### config.mk
export PLATFORM = sky130hd
export DESIGN_NAME = timer16_output_ctrl
export DESIGN_NICKNAME = d
export VERILOG_FILES = /design/src/timer16_out_pkg.sv /design/src/timer16_output_ctrl.sv /design/src/chan_wave_unit.sv
export SDC_FILE = /design/constraint.sdc
export NUM_CORES = 1
export LEC_CHECK = 0
export ABC_CLOCK_PERIOD_IN_PS = 4200
export CORE_MARGIN = 4
export CORE_UTILIZATION = 40
export DETAILED_ROUTE_END_ITERATION = 10
export DONT_BUFFER_PORTS = 1
export PLACE_DENSITY_LB_ADDON = 0.2
export RECOVER_POWER = 50
export SYNTH_ARGS = -nofsm -noshare
export SYNTH_HDL_FRONTEND = slang
export SYNTH_SLANG_ARGS = --single-unit
### constraint.sdc
create_clock -name clock -period 4.2 [get_ports clock]
set_input_delay 0.84 -clock clock [delete_from_list [all_inputs] [get_ports clock]]
set_output_delay 0.84 -clock clock [all_outputs]
set_load 0.03 [all_outputs]
### src/timer16_out_pkg.sv
// package: register map, field layout and mode codes of the compare output block
package timer16_out_pkg;
	localparam logic [11:0] ctrl_a_offset   = 12'h080;
	localparam logic [11:0] ctrl_b_offset   = 12'h084;
	localparam logic [11:0] match_a_offset  = 12'h088;
	localparam logic [11:0] match_b_offset  = 12'h08C;
	localparam logic [11:0] top_offset      = 12'h090;
	localparam logic [11:0] status_offset   = 12'h094;
	localparam logic [11:0] irq_clr_offset  = 12'h098;
	localparam logic [11:0] irq_en_offset   = 12'h09C;
	localparam logic [11:0] pin_dir_offset  = 12'h0A0;
	localparam logic [11:0] state_offset    = 12'h0A4;
	localparam int          chan_a_mode_lsb = 6;
	localparam int          chan_b_mode_lsb = 4;
	localparam int          wgm_low_lsb     = 0;
	localparam int          wgm_high_lsb    = 3;
	localparam logic [7:0]  ctrl_a_wmask    = 8'hF3;
	localparam logic [7:0]  ctrl_b_wmask    = 8'h18;
	localparam logic [7:0]  ctrl_reset      = 8'h00;
	localparam logic [15:0] match_reset     = 16'h0000;
	localparam logic [15:0] top_reset       = 16'hFFFF;
	localparam logic [15:0] count_bottom    = 16'h0000;
	localparam int          irq_bits        = 4;
	localparam int          irq_match_a     = 0;
	localparam int          irq_match_b     = 1;
	localparam int          irq_bottom      = 2;
	localparam int          irq_top         = 3;
	localparam logic [1:0]  com_off         = 2'h0;
	localparam logic [1:0]  com_toggle      = 2'h1;
	localparam logic [1:0]  com_clear       = 2'h2;
	localparam logic [1:0]  com_set         = 2'h3;
	localparam logic [3:0]  wgm_fast_icr    = 4'hE;
	localparam logic [3:0]  wgm_fast_ocr    = 4'hF;
	localparam logic [3:0]  wgm_pfc_ocr     = 4'h9;
	localparam logic [3:0]  wgm_pc_ocr      = 4'hB;
	typedef enum logic [2:0] {
		class_nonpwm = 3'h1,
		class_fast   = 3'h2,
		class_dual   = 3'h4
	} wave_class_t;
endpackage

### src/timer16_output_ctrl.sv
// compare output mode control: apb registers, mode decode, pin muxing, interrupts
//
// Implementation choice: the APB register port.
`timescale 1ns/100ps
module timer16_output_ctrl
	import timer16_out_pkg::*;
(
	input  wire logic        clock,            // system clock, 250 MHz
	input  wire logic        reset_n,          // async reset, active low
	input  wire logic        psel,             // apb select
	input  wire logic        penable,          // apb enable
	input  wire logic        pwrite,           // apb write
	input  wire logic [11:0] paddr,            // apb byte address
	input  wire logic [31:0] pwdata,           // apb write data
	output logic      [31:0] prdata,           // apb read data
	output logic             pready,           // apb ready
	output logic             pslverr,          // apb error
	input  wire logic        timer_tick_enable,// prescaled count enable
	input  wire logic [15:0] timer16_count,    // counter value
	input  wire logic        count_down,       // counter decrementing
	input  wire logic        count_bottom_hit, // counter at bottom
	input  wire logic        count_top_hit,    // counter at top
	input  wire logic [15:0] top_value,        // active top value
	input  wire logic        port_a_data,      // ordinary port data, pin a
	input  wire logic        port_b_data,      // ordinary port data, pin b
	output logic             chan_a_wave_out,  // pin a driver level
	output logic             chan_a_wave_oe,   // pin a driver enable
	output logic             chan_b_wave_out,  // pin b driver level
	output logic             chan_b_wave_oe,   // pin b driver enable
	output logic             irq               // level interrupt
);
	// ----------------------------------------
	// registers
	// ----------------------------------------
	logic [7:0]  timer16_output_mode_ctrl_reg;
	logic [7:0]  ctrl_b_reg;
	logic [15:0] chan_a_match_value_reg;
	logic [15:0] chan_b_match_value_reg;
	logic [1:0]  pin_dir_reg;
	logic [irq_bits-1:0] status_reg;
	logic [irq_bits-1:0] status_next;
	logic [irq_bits-1:0] irq_en_reg;
	logic [31:0] prdata_next;

	logic [1:0]  chan_a_out_mode;
	logic [1:0]  chan_b_out_mode;
	logic [3:0]  wave_gen_mode;
	logic        wave_gen_mode_b1;
	logic        wave_gen_mode_b0;
	logic [15:0] chan_a_active;
	logic [15:0] chan_b_active;
	logic        match_a;
	logic        match_b;
	logic        wave_a;
	logic        wave_b;
	logic        conn_a;
	logic        conn_b;
	logic [irq_bits-1:0] events;
	logic [irq_bits-1:0] clr_bits;

	// ----------------------------------------
	// apb decode
	// ----------------------------------------
	logic wr_en;
	logic rd_en;
	logic hit_ctrl_a;
	logic hit_ctrl_b;
	logic hit_match_a;
	logic hit_match_b;
	logic hit_top;
	logic hit_status;
	logic hit_clr;
	logic hit_en;
	logic hit_dir;
	logic hit_state;
	logic mapped;

	assign pready      = 1'b1;
	assign wr_en       = psel && penable && pwrite;
	assign rd_en       = psel && !penable && !pwrite;
	assign hit_ctrl_a  = (paddr == ctrl_a_offset);
	assign hit_ctrl_b  = (paddr == ctrl_b_offset);
	assign hit_match_a = (paddr == match_a_offset);
	assign hit_match_b = (paddr == match_b_offset);
	assign hit_top     = (paddr == top_offset);
	assign hit_status  = (paddr == status_offset);
	assign hit_clr     = (paddr == irq_clr_offset);
	assign hit_en      = (paddr == irq_en_offset);
	assign hit_dir     = (paddr == pin_dir_offset);
	assign hit_state   = (paddr == state_offset);
	assign mapped      = hit_ctrl_a || hit_ctrl_b || hit_match_a || hit_match_b || hit_top
	                     || hit_status || hit_clr || hit_en || hit_dir || hit_state;
	assign pslverr     = psel && penable && !mapped;

	// read mux; registered during setup so data is stable in the access phase
	assign prdata_next = hit_ctrl_a  ? {24'h000000, timer16_output_mode_ctrl_reg} :
	                     hit_ctrl_b  ? {24'h000000, ctrl_b_reg} :
	                     hit_match_a ? {16'h0000, chan_a_match_value_reg} :
	                     hit_match_b ? {16'h0000, chan_b_match_value_reg} :
	                     hit_top     ? {16'h0000, top_value} :
	                     hit_status  ? {28'h0000000, status_reg} :
	                     hit_en      ? {28'h0000000, irq_en_reg} :
	                     hit_dir     ? {30'h00000000, pin_dir_reg} :
	                     hit_state   ? {28'h0000000, conn_b, conn_a, wave_b, wave_a} :
	                     32'h00000000;

	always_ff @(posedge clock or negedge reset_n) begin
		if (!reset_n) begin
			prdata <= 32'h00000000;
		end else if (rd_en) begin
			prdata <= prdata_next;
		end
	end

	// ----------------------------------------
	// control registers
	// ----------------------------------------
	always_ff @(posedge clock or negedge reset_n) begin
		if (!reset_n) begin
			timer16_output_mode_ctrl_reg <= ctrl_reset;
			ctrl_b_reg                   <= ctrl_reset;
			chan_a_match_value_reg       <= match_reset;
			chan_b_match_value_reg       <= match_reset;
			pin_dir_reg                  <= 2'h0;
			irq_en_reg                   <= '0;
		end else if (wr_en) begin
			if (hit_ctrl_a)
				timer16_output_mode_ctrl_reg <= pwdata[7:0] & ctrl_a_wmask;
			if (hit_ctrl_b)
				ctrl_b_reg <= pwdata[7:0] & ctrl_b_wmask;
			if (hit_match_a)
				chan_a_match_value_reg <= pwdata[15:0];
			if (hit_match_b)
				chan_b_match_value_reg <= pwdata[15:0];
			if (hit_dir)
				pin_dir_reg <= pwdata[1:0];
			if (hit_en)
				irq_en_reg <= pwdata[irq_bits-1:0];
		end
	end

	// ----------------------------------------
	// field extraction
	// ----------------------------------------
	assign chan_a_out_mode  = timer16_output_mode_ctrl_reg[chan_a_mode_lsb +: 2];
	assign chan_b_out_mode  = timer16_output_mode_ctrl_reg[chan_b_mode_lsb +: 2];
	assign wave_gen_mode_b1 = timer16_output_mode_ctrl_reg[wgm_low_lsb + 1];
	assign wave_gen_mode_b0 = timer16_output_mode_ctrl_reg[wgm_low_lsb];
	assign wave_gen_mode    = {ctrl_b_reg[wgm_high_lsb +: 2], wave_gen_mode_b1,
	                           wave_gen_mode_b0};

	// ----------------------------------------
	// channels
	// ----------------------------------------
	chan_wave_unit u_chan_a (
		.clock         (clock),
		.reset_n       (reset_n),
		.tick          (timer_tick_enable),
		.count         (timer16_count),
		.count_down    (count_down),
		.at_bottom     (count_bottom_hit),
		.at_top        (count_top_hit),
		.top_value     (top_value),
		.wave_gen_mode (wave_gen_mode),
		.out_mode      (chan_a_out_mode),
		.is_chan_a     (1'b1),
		.buf_value     (chan_a_match_value_reg),
		.active_value  (chan_a_active),
		.match         (match_a),
		.wave          (wave_a),
		.connected     (conn_a)
	);

	chan_wave_unit u_chan_b (
		.clock         (clock),
		.reset_n       (reset_n),
		.tick          (timer_tick_enable),
		.count         (timer16_count),
		.count_down    (count_down),
		.at_bottom     (count_bottom_hit),
		.at_top        (count_top_hit),
		.top_value     (top_value),
		.wave_gen_mode (wave_gen_mode),
		.out_mode      (chan_b_out_mode),
		.is_chan_a     (1'b0),
		.buf_value     (chan_b_match_value_reg),
		.active_value  (chan_b_active),
		.match         (match_b),
		.wave          (wave_b),
		.connected     (conn_b)
	);

	// ----------------------------------------
	// pin muxing
	// ----------------------------------------
	assign chan_a_wave_out = conn_a ? wave_a : port_a_data;
	assign chan_b_wave_out = conn_b ? wave_b : port_b_data;
	assign chan_a_wave_oe  = pin_dir_reg[0];
	assign chan_b_wave_oe  = pin_dir_reg[1];

	// ----------------------------------------
	// interrupts
	// ----------------------------------------
	assign events[irq_match_a] = match_a;
	assign events[irq_match_b] = match_b;
	assign events[irq_bottom]  = timer_tick_enable && count_bottom_hit;
	assign events[irq_top]     = timer_tick_enable && count_top_hit;
	assign clr_bits            = (wr_en && hit_clr) ? pwdata[irq_bits-1:0] : '0;
	// set wins over a clear in the same cycle
	assign status_next         = (status_reg & ~clr_bits) | events;

	always_ff @(posedge clock or negedge reset_n) begin
		if (!reset_n) begin
			status_reg <= '0;
			irq        <= 1'b0;
		end else begin
			status_reg <= status_next;
			irq        <= |(status_next & irq_en_reg);
		end
	end
endmodule

### src/chan_wave_unit.sv
// one compare channel: match value buffer and output waveform flip-flop
`timescale 1ns/100ps
module chan_wave_unit
	import timer16_out_pkg::*;
(
	input  wire logic        clock,          // system clock
	input  wire logic        reset_n,        // async reset, active low
	input  wire logic        tick,           // timer tick enable
	input  wire logic [15:0] count,          // counter value
	input  wire logic        count_down,     // counter decrementing
	input  wire logic        at_bottom,      // bottom strobe
	input  wire logic        at_top,         // top strobe
	input  wire logic [15:0] top_value,      // active top value
	input  wire logic [3:0]  wave_gen_mode,  // waveform mode
	input  wire logic [1:0]  out_mode,       // channel output mode field
	input  wire logic        is_chan_a,      // channel a toggle privilege
	input  wire logic [15:0] buf_value,      // software match buffer
	output logic      [15:0] active_value,   // active match value
	output logic             match,          // match pulse
	output logic             wave,           // waveform level
	output logic             connected       // output owns pin
);
	wave_class_t wclass;
	logic        buffered;
	logic        load_at_bottom;
	logic        load_now;
	logic        hit;
	logic        toggle_ok;
	logic        top_ignore;
	logic        do_set;
	logic        do_clr;
	logic        do_tog;
	logic        wave_next;
	logic [15:0] active_next;

	// mode classes
	assign wclass = (wave_gen_mode == 4'h0 || wave_gen_mode == 4'h4 || wave_gen_mode == 4'hC
	                 || wave_gen_mode == 4'hD) ? class_nonpwm :
	                (wave_gen_mode == 4'h5 || wave_gen_mode == 4'h6 || wave_gen_mode == 4'h7
	                 || wave_gen_mode == 4'hE || wave_gen_mode == 4'hF) ? class_fast : class_dual;
	assign buffered       = (wclass != class_nonpwm);
	assign load_at_bottom = (wclass == class_fast) || (wave_gen_mode == 4'h8)
	                        || (wave_gen_mode == wgm_pfc_ocr);
	assign load_now       = !buffered || (tick && (load_at_bottom ? at_bottom : at_top));
	assign active_next    = load_now ? buf_value : active_value;
	assign hit            = tick && (count == active_value);
	assign toggle_ok      = is_chan_a && (((wclass == class_fast) && (wave_gen_mode == wgm_fast_icr
	                        || wave_gen_mode == wgm_fast_ocr)) || ((wclass == class_dual)
	                        && (wave_gen_mode == wgm_pfc_ocr || wave_gen_mode == wgm_pc_ocr)));
	assign connected      = (out_mode != com_off) && ((out_mode != com_toggle)
	                        || (wclass == class_nonpwm) || toggle_ok);
	assign top_ignore     = (wclass == class_fast) && out_mode[1]
	                        && (active_value == top_value);

	always_comb begin
		do_set = 1'b0;
		do_clr = 1'b0;
		do_tog = 1'b0;
		case (wclass)
			class_nonpwm: begin
				do_tog = hit && (out_mode == com_toggle);
				do_clr = hit && (out_mode == com_clear);
				do_set = hit && (out_mode == com_set);
			end
			class_fast: begin
				do_tog = hit && (out_mode == com_toggle) && toggle_ok;
				do_clr = (hit && !top_ignore && out_mode == com_clear)
				         || (tick && at_bottom && out_mode == com_set);
				do_set = (hit && !top_ignore && out_mode == com_set)
				         || (tick && at_bottom && out_mode == com_clear);
			end
			class_dual: begin
				do_tog = hit && (out_mode == com_toggle) && toggle_ok;
				do_clr = hit && ((out_mode == com_clear && !count_down)
				         || (out_mode == com_set && count_down));
				do_set = hit && ((out_mode == com_set && !count_down)
				         || (out_mode == com_clear && count_down));
			end
			default: begin
				do_tog = 1'b0;
			end
		endcase
	end

	// fast pwm: bottom action after a match in the same tick wins
	// only the clear and set modes act at bottom, toggle leaves the level alone
	assign wave_next = do_tog ? !wave
	                   : (wclass == class_fast && tick && at_bottom && out_mode[1])
	                   ? (out_mode == com_clear) : do_set ? 1'b1 : do_clr ? 1'b0 : wave;

	always_ff @(posedge clock or negedge reset_n) begin
		if (!reset_n) begin
			wave         <= 1'b0;
			active_value <= match_reset;
			match        <= 1'b0;
		end else begin
			wave         <= wave_next;
			active_value <= active_next;
			match        <= hit;
		end
	end
endmodule

==> results.md <==
- Status: finished clean
- Max stage delay on crit path: ~0.55 ns
- # resized after CTS: 0
- Top Ports: ~130
- Chip Width: between 100 and 150 µm
- Area grow syn2layout: 7.56%
- Max Fanout on Critical Path: 12
- Initial antenna violation count: 0
- Delay-heaviest family, CP: flip-flops
- Slowest-stage cell, CP: dfrtp_1
- Total wire length: 16.0 mm
- Sequential share of the synthesized area: around 45%
- Number of flops mapped to enable cells by yosys: 0
- Placed wire-length estimate: ~12 mm
- R2R cell count: 6
- Fillers: between 1,000 and 1,500
- Tmin final: a little under 3 ns
- Fin Hold WS: approximately 0.18 ns
- Synth top area share: 44.7%
- Rel. slew slack: between 20% and 30%
- CTS H-tree lvls: 3
- DR vias/cell: between 5 and 6
- Synth async-reset ratio: 100%
- Primary FF master, synth: dfrtp_1
- Top-count cell post-synth: dfrtp_1
- Routed len/inst: ~22 µm
- Reg-to-Reg End: u_chan_b.wave
- DRT iter0 DRCs: 314
- Post-synth cell types: a little over 60
- Crit path capture type: primary output
- Maximum vdd ir drop: 0.249 mV
- DR vias: about 4,100
- Post-synth top cells: dfrtp_1, mux2_2, nand2_1
- Maximum Capacitance Violations: 0
- Total CTS buffers: 9
- Clk_lat worst skew: between 0.3 and 0.4 ns
- Fin nets: 617
- CTS Buffer Depth: 2
- Crit path buffers/inverters: 0
- Clock Sink Count: roughly 100
- Fin util: 44.3%
- Final instance area: 0.00620 mm²
- CTS root buf: clkbuf_16
- Setup TNS: 0 ns
- Clk_skew: 0.00580 ns
- Synth area leader: dfrtp_1
- Synth Instances: 537
- Crit path DAT: between 2 and 2.5 ns
- Starting Density: roughly two fifths
- Clock-pin slew on the worst setup and hold paths: around 0.070 ns
- Post-Syn Area per Cell: ~11 µm²
- TritonRoute pass-1 iters: 5
- Layout cells sized above 1: approximately a fifth
- Area contributors post-synth: dfrtp_1, mux2_2, xnor2_1
- Core area: 0.0140 mm²
- Mapped Area: ~0.0058 mm²
- Routability cong.: about 0.90
- Vias in the first global route: about 4,300
- Diode count: 0
- DRT antenna net count: 0
- Die area: 0.0164 mm²
- RSZ-0062 raised after global routing: false
- Startpoint of the worst-slack reg-to-reg timing path: u_chan_b.active_value[1]
- WP depth: 4
- Classification of the worst setup path: flip-flop to primary output
- Largest net degree at the start of global routing: 104
- Worst Path Required: about 3.4 ns
- Area of the multi-input gates: 0.00300 mm²
- DRC Markers: 0
- Port bufs: 0
- FF-to-FF setup slack: around 1.7 ns
- Placed inst area: 0.00587 mm²
- Slew Viols, Final: 0
- Fmax: around 0.34 GHz
- Setup Buffers After CTS: 0
- All-Layer GR Usage: 20.3%
- Register Area: 0.00258 mm²
- Worst Hold Class: input port to asynchronous set/reset pin
- Worst setup path endpoint: chan_a_wave_out
- Seq cells post-synth: about 100
- Final Cycle Share: a little over two thirds
- CP startpoint: timer16_output_mode_ctrl_reg[1]
- CTS tree: done
- First-pass GRT wire length: around 25 mm
- Worst-margin pin slew: between 1 and 1.5 ns
- Synthesis warning total: 0
- Hold Vio Cnt, Final: 0
- PD cells: approximately 330 mW/mm²
- # rows: 43
- Final setup viols: 0
- Hold Buf Count CTS: 0
- Setup crit start kind: flip-flop
- Congestion Overflow GR: 0
- CP Cell Sequence: or3_4, nand2_1, a21o_1, mux2_2
- Pleak: about 2.8 nW
- Die extent in y: 128 µm
routing by layer:
metal  wire length, µm  vias up  GRT usage (%)
met5                 0        -              0
met4               318        0           6.99
met3              1400       22           6.38
met1              7000     2063           27.6
met2              7290      146           30.8
li1                  -     1900              -
cells in the final DEF (no fill, tap or decap), types with 6 or more instances in the layout:
cell       synthesis  layout
dfrtp_1          103     103
mux2_2            78      78
nand2_1           36      36
xnor2_1           33      33
xor2_1            31      31
nor2_1            29      29
o21ai_0           28      28
a21oi_1           18      18
conb_1             2      17
mux2i_1           15      15
nor4_1            14      14
nand4_1           14      14
nand3_1           11      11
clkbuf_16          0       9
inv_1              8       8
and3_1             6       6
worst min-delay path by stage:
| stage | from | endpoint | slack, ns | cells past startpoint |
|---|---|---|---|---|
| CTS | reset_n | chan_a_match_value_reg[2] | 0.17 | 0 |
| global route | reset_n | chan_a_match_value_reg[2] | 0.17 | 0 |
| detailed placement | u_chan_b.match | status_reg[1] | 0.46 | 1 |
| floorplan | u_chan_b.match | status_reg[1] | 0.42 | 1 |
| global placement | u_chan_b.match | status_reg[1] | 0.46 | 1 |
| finish | reset_n | chan_a_match_value_reg[2] | 0.18 | 0 |
area by class of cell:
class                   count  area share (%)
clock inverters             5            1.27
clock buffers              11            4.08
inverters                   8           0.485
flip-flops and latches    103            41.6
multi-input cells         403            48.3
well taps                 180            3.63
repair buffers              5           0.606
kinds of logic (layout without fill, tap and decap cells):
logic type             count (synthesis)  in the layout  synth area share, %
AND/OR/NAND/NOR                      140            140                 12.9
flip-flops                           103            103                 44.7
multiplexers                          94             94                 18.0
AO/OA/AOI/OAI                         88             88                 10.0
XOR/XNOR                              64             64                 9.73
buffers and inverters                 46             29                 4.45
other                                  2             17                0.130
worst register-to-register path, stage by stage, from the launching register on:
cell and delay, ns:
dfrtp_1 0.43, xnor2_1 0.20, nand4_1 0.14, nor4_1 1.00, mux2i_1 0.16, nor4bb_1 0.33
o32a_1 0.20
stage by stage:
stage	total power, mW	setup WS [ns]	cells
finish	2.07	1.25	715
detailed placement	1.16	1.03	699
global placement	1.15	1.08	699
global route	2.13	1.17	715
CTS	2.09	1.23	715
floorplan	1.15	1.58	552
report_power, final:
group	internal [mW]	total [mW]	switching, mW	leakage (nW)
Combinational	0.0437	0.108	0.0644	1.20
Sequential	1.00	1.03	0.0276	1.38
Clock	0.555	0.929	0.373	0.166
Note: power is estimated with default switching activity, not from simulation.
